**config.mk**
```make
export PLATFORM = sky130hd
export DESIGN_NAME = three_wire_serial_port
export DESIGN_NICKNAME = d
export VERILOG_FILES = /design/src/verilog/two_entry_buffer.v /design/src/verilog/three_wire_serial_port.v
export VERILOG_INCLUDE_DIRS = /design/src /design/src/verilog
export SDC_FILE = /design/constraint.sdc
export NUM_CORES = 1
export LEC_CHECK = 0
export BUFFER_PORTS_ARGS = -buffer_cell sky130_fd_sc_hd__buf_2
export CORE_MARGIN = 8
export CORE_UTILIZATION = 50
export DETAILED_ROUTE_END_ITERATION = 10
export GPL_ROUTABILITY_DRIVEN = 1
export GPL_TIMING_DRIVEN = 0
export PLACE_DENSITY = 0.79
export SLEW_MARGIN = 20
export SYNTH_ARGS = -nofsm -noshare
export SYNTH_HDL_FRONTEND = slang
export SYNTH_HIERARCHICAL = 1
export SYNTH_SLANG_ARGS = --single-unit
```
**constraint.sdc**
```tcl
create_clock -name mclk_i -period 3.1 [get_ports mclk_i]
set_clock_uncertainty 0.1 [all_clocks]
set_input_delay 0.465 -clock mclk_i [delete_from_list [all_inputs] [get_ports mclk_i]]
set_output_delay 0.465 -clock mclk_i [all_outputs]
set_load 0.05 [all_outputs]
```
**src/verilog/three_wire_serial_port_defs.vh**
```
// Constants for the three-wire clocked serial port
// Summary of operation
// - Enable bit clear: no serial transfer happens on any serial line.
// - Stopped port: shift register holds, acts as plain 8-bit storage.
// - Stopped port: data-in, data-out and clock pins return to port use.
// - Mode register at FF60H, reset clears it to 00H, bit 0 always zero.
// - Mode register takes single-bit writes and whole-byte writes.
// - Bit 7 stops the port when 0 and enables it when 1.
// - Clock source bit: 0 external pin clock, 1 internal divided clock.
// - Mode bits pick three-wire with bit order, single-bus, or two-wire; only three-wire mode transfers here.
// - Wakeup bit 0 raises transfer interrupt after every transfer.
// - Three lines only: shift clock, data out, data in.
// - Three-wire mode: data-out push-pull, clock push-pull I/O, data-in input.
// - Bit 6 address-match flag is read-only; writes leave it alone.
// - Clock latch 1 needed for serial clock; latch 0 drives pin low.
// - Transmit-only use leaves data-in pin as ordinary port I/O.
`ifndef THREE_WIRE_SERIAL_PORT_DEFS_VH
`define THREE_WIRE_SERIAL_PORT_DEFS_VH

`define MODE_REG_ADDR     16'hff60
`define SHIFT_REG_ADDR    16'hff1f
`define MODE_REG_RESET    8'h00
`define MODE_WRITE_MASK   8'hbe
`define BIT_ENABLE        7
`define BIT_ADDR_MATCH    6
`define BIT_WAKEUP        5
`define BIT_MODE_HIGH     4
`define BIT_MODE_MID      3
`define BIT_ORDER         2
`define BIT_CLK_SRC       1
`define XFER_BITS         4'h8
`define BUF_DEPTH         2

`endif

```
**src/verilog/two_entry_buffer.v**
```verilog
// Two-entry valid/ready buffer for received bytes
module two_entry_buffer
(
   // Clock and reset
   input  wire       mclk_i,
   input  wire       rst_i,
   // Fill side
   input  wire       in_valid_i,
   output wire       in_ready_o,
   input  wire [7:0] in_data_i,
   // Drain side
   output wire       out_valid_o,
   input  wire       out_ready_i,
   output wire [7:0] out_data_o
);

   reg  [7:0] mem_q [0:1];
   reg        wr_ptr_q;
   reg        rd_ptr_q;
   reg  [1:0] count_q;
   wire       push;
   wire       pop;

   assign in_ready_o  = (count_q != 2'h2);
   assign out_valid_o = (count_q != 2'h0);
   assign out_data_o  = mem_q[rd_ptr_q];
   assign push        = in_valid_i & in_ready_o;
   assign pop         = out_valid_o & out_ready_i;

   always @(posedge mclk_i)
   begin
      if (push)
      begin
         mem_q[wr_ptr_q] <= in_data_i;
      end
   end

   always @(posedge mclk_i)
   begin
      if (rst_i)
      begin
         wr_ptr_q <= 1'b0;
         rd_ptr_q <= 1'b0;
         count_q  <= 2'h0;
      end
      else
      begin
         if (push)
         begin
            wr_ptr_q <= ~wr_ptr_q;
         end
         if (pop)
         begin
            rd_ptr_q <= ~rd_ptr_q;
         end
         count_q <= count_q + {1'b0, push} - {1'b0, pop};
      end
   end

endmodule

```
**src/verilog/three_wire_serial_port.v**
```verilog
// Three-wire clocked serial port with mode register and shift register
`include "three_wire_serial_port_defs.vh"

module three_wire_serial_port
(
   // Clock and reset
   input  wire        mclk_i,
   input  wire        rst_i,
   // Memory-manipulation access
   input  wire [15:0] addr_i,
   input  wire        wr_byte_i,
   input  wire        wr_bit_i,
   input  wire [2:0]  bit_sel_i,
   input  wire [7:0]  wdata_i,
   output reg  [7:0]  rdata_o,
   // Port settings and clock rate
   input  wire [7:0]  port_dir_reg_i,
   input  wire [7:0]  port_latch_reg_i,
   input  wire [3:0]  clock_rate_sel_i,
   input  wire        addr_match_flag_i,
   // Received byte stream
   output wire        rx_valid_o,
   input  wire        rx_ready_i,
   output wire [7:0]  rx_data_o,
   // Events and status
   output reg         transfer_irq_o,
   output wire        busy_o,
   // Shift clock pin
   input  wire        shift_clock_pin_i,
   output reg         shift_clock_pin_o,
   output reg         shift_clock_pin_oe_o,
   // Serial out pin
   output reg         serial_out_pin_o,
   output reg         serial_out_pin_oe_o,
   // Serial in pin
   input  wire        serial_in_pin_i
);

   localparam ST_IDLE  = 1'b0;
   localparam ST_SHIFT = 1'b1;

   reg  [7:0] mode_q;
   reg  [7:0] shreg_q;
   reg        state_q;
   reg  [3:0] bitcnt_q;
   reg  [3:0] half_cnt_q;
   reg [15:0] div_q;
   reg        int_clk_q;
   reg        rx_push_q;
   reg  [7:0] rx_byte_q;
   reg  [1:0] sck_sync_q;
   reg  [1:0] sin_sync_q;
   reg        sck_prev_q;
   reg        sin_q;
   reg  [7:0] mode_d;
   wire       enabled;
   wire       three_wire;
   wire       lsb_first;
   wire       int_clk_sel;
   wire       sclk_now;
   wire       rise;
   wire       fall;
   wire       tick;
   wire       buf_ready;
   wire       wr_shreg;
   wire       in_pin_dir_bit;
   wire       out_pin_dir_bit;
   wire       clk_pin_dir_bit;
   wire       out_pin_latch;
   wire       clk_pin_latch;

   assign in_pin_dir_bit  = port_dir_reg_i[5];
   assign out_pin_dir_bit = port_dir_reg_i[6];
   assign clk_pin_dir_bit = port_dir_reg_i[7];
   assign out_pin_latch   = port_latch_reg_i[6];
   assign clk_pin_latch   = port_latch_reg_i[7];

   assign enabled     = mode_q[`BIT_ENABLE];
   assign three_wire  = ~mode_q[`BIT_MODE_HIGH];
   assign lsb_first   = mode_q[`BIT_ORDER];
   assign int_clk_sel = mode_q[`BIT_CLK_SRC];
   assign busy_o      = (state_q == ST_SHIFT);
   assign wr_shreg    = wr_byte_i & (addr_i == `SHIFT_REG_ADDR);

   // Pin synchronisers
   always @(posedge mclk_i)
   begin
      if (rst_i)
      begin
         sck_sync_q <= 2'b11;
         sin_sync_q <= 2'b00;
         sck_prev_q <= 1'b1;
      end
      else
      begin
         sck_sync_q <= {sck_sync_q[0], shift_clock_pin_i};
         sin_sync_q <= {sin_sync_q[0], serial_in_pin_i};
         sck_prev_q <= sclk_now;
      end
   end

   // Internal clock divider: half period of 2^(rate+1) cycles
   always @(posedge mclk_i)
   begin
      if (rst_i | (state_q == ST_IDLE))
      begin
         div_q <= 16'h0000;
      end
      else if (tick)
      begin
         div_q <= 16'h0000;
      end
      else
      begin
         div_q <= div_q + 16'h0001;
      end
   end

   assign tick     = (div_q == ((16'h0002 << clock_rate_sel_i) - 16'h0001));
   assign sclk_now = int_clk_sel ? int_clk_q : sck_sync_q[1];
   assign rise     = sclk_now & ~sck_prev_q;
   assign fall     = ~sclk_now & sck_prev_q;

   // Mode register with byte and single-bit writes
   always @*
   begin
      mode_d = mode_q;
      if (wr_byte_i & (addr_i == `MODE_REG_ADDR))
      begin
         mode_d = wdata_i;
      end
      else if (wr_bit_i & (addr_i == `MODE_REG_ADDR))
      begin
         mode_d[bit_sel_i] = wdata_i[0];
      end
      mode_d = mode_d & `MODE_WRITE_MASK;
   end

   always @(posedge mclk_i)
   begin
      if (rst_i)
      begin
         mode_q <= `MODE_REG_RESET;
      end
      else
      begin
         mode_q <= mode_d;
      end
   end

   // Transfer engine
   always @(posedge mclk_i)
   begin
      if (rst_i)
      begin
         state_q          <= ST_IDLE;
         shreg_q          <= 8'h00;
         bitcnt_q         <= 4'h0;
         half_cnt_q       <= 4'h0;
         int_clk_q        <= 1'b1;
         sin_q            <= 1'b0;
         serial_out_pin_o <= 1'b1;
         transfer_irq_o   <= 1'b0;
         rx_push_q        <= 1'b0;
         rx_byte_q        <= 8'h00;
      end
      else
      begin
         transfer_irq_o <= 1'b0;
         if (rx_push_q & buf_ready)
         begin
            rx_push_q <= 1'b0;
         end
         case (state_q)
            ST_IDLE:
            begin
               int_clk_q <= 1'b1;
               if (wr_shreg)
               begin
                  shreg_q <= wdata_i;
                  if (enabled & three_wire & ~rx_push_q)
                  begin
                     state_q          <= ST_SHIFT;
                     bitcnt_q         <= 4'h0;
                     half_cnt_q       <= 4'h0;
                     serial_out_pin_o <= lsb_first ? wdata_i[0] : wdata_i[7];
                  end
               end
            end
            ST_SHIFT:
            begin
               if (~enabled)
               begin
                  state_q   <= ST_IDLE;
                  int_clk_q <= 1'b1;
               end
               else
               begin
                  if (int_clk_sel & tick)
                  begin
                     int_clk_q <= ~int_clk_q;
                  end
                  if (rise)
                  begin
                     sin_q <= sin_sync_q[1];
                     if (bitcnt_q == (`XFER_BITS - 4'h1))
                     begin
                        if (lsb_first)
                        begin
                           shreg_q   <= {sin_sync_q[1], shreg_q[7:1]};
                           rx_byte_q <= {sin_sync_q[1], shreg_q[7:1]};
                        end
                        else
                        begin
                           shreg_q   <= {shreg_q[6:0], sin_sync_q[1]};
                           rx_byte_q <= {shreg_q[6:0], sin_sync_q[1]};
                        end
                        state_q   <= ST_IDLE;
                        rx_push_q <= 1'b1;
                        if (~mode_q[`BIT_WAKEUP])
                        begin
                           transfer_irq_o <= 1'b1;
                        end
                     end
                     else
                     begin
                        bitcnt_q   <= bitcnt_q + 4'h1;
                        half_cnt_q <= 4'h1;
                     end
                  end
                  if (fall & (half_cnt_q == 4'h1))
                  begin
                     half_cnt_q <= 4'h0;
                     if (lsb_first)
                     begin
                        shreg_q          <= {sin_q, shreg_q[7:1]};
                        serial_out_pin_o <= shreg_q[1];
                     end
                     else
                     begin
                        shreg_q          <= {shreg_q[6:0], sin_q};
                        serial_out_pin_o <= shreg_q[6];
                     end
                  end
               end
            end
            default:
            begin
               state_q <= ST_IDLE;
            end
         endcase
      end
   end

   // Pin function selection
   always @*
   begin
      shift_clock_pin_o    = 1'b0;
      shift_clock_pin_oe_o = 1'b0;
      serial_out_pin_oe_o  = 1'b0;
      if (enabled & three_wire)
      begin
         serial_out_pin_oe_o = ~out_pin_dir_bit & ~out_pin_latch;
         if (~clk_pin_dir_bit)
         begin
            shift_clock_pin_oe_o = int_clk_sel | ~clk_pin_latch;
            shift_clock_pin_o    = clk_pin_latch & int_clk_q;
         end
      end
   end

   // Data-in pin direction stays with the port block when only sending
   wire unused_in_dir = in_pin_dir_bit;

   // Read mux
   always @*
   begin
      rdata_o = 8'h00;
      if (addr_i == `MODE_REG_ADDR)
      begin
         rdata_o = {mode_q[7], addr_match_flag_i, mode_q[5:0]};
      end
      else if (addr_i == `SHIFT_REG_ADDR)
      begin
         rdata_o = shreg_q;
      end
   end

   two_entry_buffer u_rx_buf
   (
      .mclk_i      (mclk_i),
      .rst_i       (rst_i),
      .in_valid_i  (rx_push_q),
      .in_ready_o  (buf_ready),
      .in_data_i   (rx_byte_q),
      .out_valid_o (rx_valid_o),
      .out_ready_i (rx_ready_i),
      .out_data_o  (rx_data_o)
   );

endmodule

```
==> results.md <==
Critical path:
- Grouping stages by cell kind, the critical path spends the most delay in simple AND/OR/NAND/NOR gates.
- The count of buffering cells on the critical path with inverters included is 4.
- Among the stages of the critical path, the cell type that occurs most often is buf_6.
- STA classifies the critical path endpoint as a flop.
- The signal on the critical path passes through buf_4 -> buf_6 -> or4_4 -> ha_4 -> or4b_4 -> a21oi_4 -> o21ai_2 -> a2111oi_4 -> and4_1 -> buf_6 -> buf_8 -> nor3_1.
- In this design, the stage delay of the slowest critical-path cell is about 560 ps.
- The largest individual stage delay along the critical path comes from the cell or4_4.
- Data on the critical path arrives at its endpoint at approximately 3200 ps.
- In this run the register-to-register setup slack is around 700 ps.
- The sort of element at the start of the critical path is an input pin.
- The worst setup path category is in2reg.
- In this run the worst setup path begins at clock_rate_sel_i[3].
- The data required time at the worst endpoint is 3230 ps.
- The worst register-to-register path begins at div_q[10].
- The highest fanout seen on the critical path is 8.

Timing:
- The number of max-slew violations in the final report is 0.
- The relative slew slack is 0.468.
- After layout, the minimum clock period comes to just over 3000 ps.
- Setup violations remaining at the end of the flow were counted as 0.
- The count of final hold-check violations is 0.
- The final critical-path share of the clock period is 0.980.
- The sum of negative setup slack is 0 ps.
- Setup repair after global routing could not meet its margin everywhere.
- Based on the critical path, the design can be clocked at up to around 0.33 GHz.
- For the pin with the worst max-slew slack, the measured transition is between 700 and 800 ps.
- The setup slack of the critical path after layout is 62.6 ps.

Clocking:
- The total number of clock tree sinks is between 70 and 80.
- The clock edge transition at the registers on the reported setup and hold paths is 80 ps.
- Counting the buffers created by CTS gives 9.
- The tree is rooted in a clkbuf_8.
- The clock latency on the worst-skew pair is around 360 ps.
- TritonCTS built the clock tree.
- The maximum clock insertion buffer count is 2.
- Hold repair after CTS inserted 0 buffers.
- The depth of the CTS H-tree is 3.

Die:
- The effective utilization at floorplan is 0.506.
- In this run the horizontal extent of the chip is between 100 and 150 um.
- After floorplanning, the core was divided into 33 placement rows.
- The area of the die is approximately 11000 um^2.
- 78 I/O pins were placed.
- The chip height is approximately 110 um.
- The placeable core area is 8050 um^2.

Job:
- The max-cap check violation count is 0.

Drt:
- The number of routed nets with antenna violations is 0.
- Across all layers, the routed design uses 3691 vias.
- The detailed router finished its first iteration with 140 violations.
- After detailed routing, the number of vias per cell comes to roughly 5.7.
- The count of TritonRoute iterations in the first routing pass is 4.
- In the final routed layout, each cell accounts on average for around 16 um.
- In the routed design, unresolved DRC markers number 0.
- Wires add up to 10.5 mm.

Cells and area:
- The number of nets in the layout is roughly 600.
- The fill cell instance count of the final layout is between 600 and 700.
- The antenna cell count is 0.
- Compared with the post-synthesis result, the final layout area differs by 21.5%.
- In the final layout, the share of cells above drive strength 1 is 0.245.
- For this run, the share of the core covered by cells in the final layout is 0.615.

Logic synthesis:
- For this run, asynchronously set or reset flops after synthesis account for 0.
- The cell area that synthesis handed to floorplanning was slightly above 4000 um^2.
- Yosys printed 6 warnings.
- The share of synthesized area in the top cell type comes to 0.290.
- In this run the mean area of a mapped cell was about 9.2 um^2.
- After synthesis the netlist holds a flip-flop and latch count of 75.
- The netlist uses 66 different library cells.
- The sequential fraction of the synthesis area is 0.408.
- In the synthesized netlist the dominant register cell turns out to be dfxtp_1.
- The synthesized design spends more area on one cell type than any other, namely dfxtp_1.
- Yosys attributes the largest share of cell area to dfxtp_1, edfxtp_1, nor2_1.
- The number of synthesized flops with an enable pin is 16.
- The number of nets handed over by synthesis was slightly above 500.
- The instance count of the mapped netlist is 445.
- The most frequently used cell type in the post-synthesis netlist is dfxtp_1.
- After synthesis, the most frequently instantiated cells are dfxtp_1, nor2_1, nand2_1, nor3_1.

Power:
- The worst ir drop on vdd is 0.267 mV.
- The power after layout is approximately 2.1 mW.
- For this design the static power due to leakage is ~1.8 nW.
- Power spread over the standard cell area amounts to between 400 and 500 nW/um^2.

Status:
- The run finished with clean final reports.

Global routing:
- The pin count of the biggest net entering global routing is 17.
- The initial antenna violation count is 0.
- The total grt overflow is 0.
- The total routing usage reported by global routing is 0.185.
- For met1 alone, demand over resource in global routing was 0.216.
- For met3 alone, demand over resource in global routing was 0.0484.
- For met2 alone, demand over resource in global routing was 0.316.
- The peak-usage layer in the global routing report is met2.
- The via count of the first global-routing pass is approximately 3700.
- The first global-routing pass estimated ~17 mm of wire.

Min path:
- In this run the worst hold path is classified as in2reg.
- The worst hold path begins at shift_clock_pin_i.

Placement:
- The weighted congestion at the end of routability-driven global placement is about 0.86.
- The number of port buffers is 64.
- The post-DP HPWL is about 7.7 mm.
- Prior to clock tree synthesis, the placed netlist has a worst setup slack of -553 ps.
[cell type report]
type	count	area (um^2)	share of cell area
tap	105	131	0.0265
timing repair buffer	79	457	0.0922
clock buffer	9	124	0.0250
sequential	75	1660	0.335
clock inverter	7	65.1	0.0131
inverter	11	41.3	0.00833
multi-input combinational	331	2300	0.465
buffer	27	170	0.0343
[registers in the layout, indices dropped and copies added (netlist names), 2 cells and up, named ones only]
register and cells:
bitcnt_q 4, u_rx_buf/mem_q 16, sck_sync_q 2, mode_q 6, sin_sync_q 2, rx_byte_q 8, div_q 16, u_rx_buf/count_q 2
shreg_q 8
[cell families (layout without fill, tap and decap cells)]
group / count (synthesis) / after routing / share of synthesized area
DFF: 75 / 75 / 0.408
xor gates and xnor gates: 26 / 26 / 0.0559
and+or+nand+nor: 189 / 189 / 0.252
AOI/OAI and AO/OA: 82 / 82 / 0.145
buffers and inverters: 39 / 133 / 0.0457
adders and majority gates: 5 / 5 / 0.0153
muxes: 29 / 29 / 0.0780
[path summary, 6_finish.rpt]
path / end / cells after the start
max reg2reg: div_q[8] / 8
min: sck_sync_q[0] / 2
min reg2reg: sck_sync_q[1] / 1
max: div_q[8] / 12
[power by group]
part	switching (mW)	total, mW	internal [mW]
sequential	0.0161	1.03	1.01
clock	0.417	0.728	0.311
combinational	0.235	0.379	0.145
total	0.668	2.14	1.47
[routing by layer]
metal,wire length (um),up-vias
met5,0,-
met4,159,0
met3,661,13
met2,5160,129
met1,4500,1740
li1,-,1809
[metrics by stage]
step           cells  hold slack [ps]  area, um^2
2_1_floorplan    445              289        4110
3_3_place_gp     614              296        4560
3_5_place_dp     614              302        4560
4_1_cts          643              180        4910
5_1_grt          644              184        4950
6_report         644              194        4950
[layout by cell type, fill, tap and decap left out, types with 8 or more instances in the layout]
cell	instances
o211ai_1	11
nand3_1	11
clkbuf_8	9
mux2_1	8
buf_2	69
nor2_1	50
nand2_1	24
mux2i_1	19
a211oi_1	12
xnor2_1	19
nor3_1	24
nand2b_1	10
clkbuf_1	11
dfxtp_1	59
edfxtp_1	16
inv_1	10
a21oi_1	16
a22o_1	8
and3_1	8
buf_4	14
[what timing repair did]
| action | 4_1_cts | 5_1_grt |
|---|---|---|
| gates cloned | 1 | 0 |
| gates resized for setup | 8 | 18 |
| pin swaps | 6 | 9 |
| setup endpoints to repair | 15 | 16 |
| buffers inserted | 13 | 2 |
No activity file was read; power rests on OpenSTA's default activity.
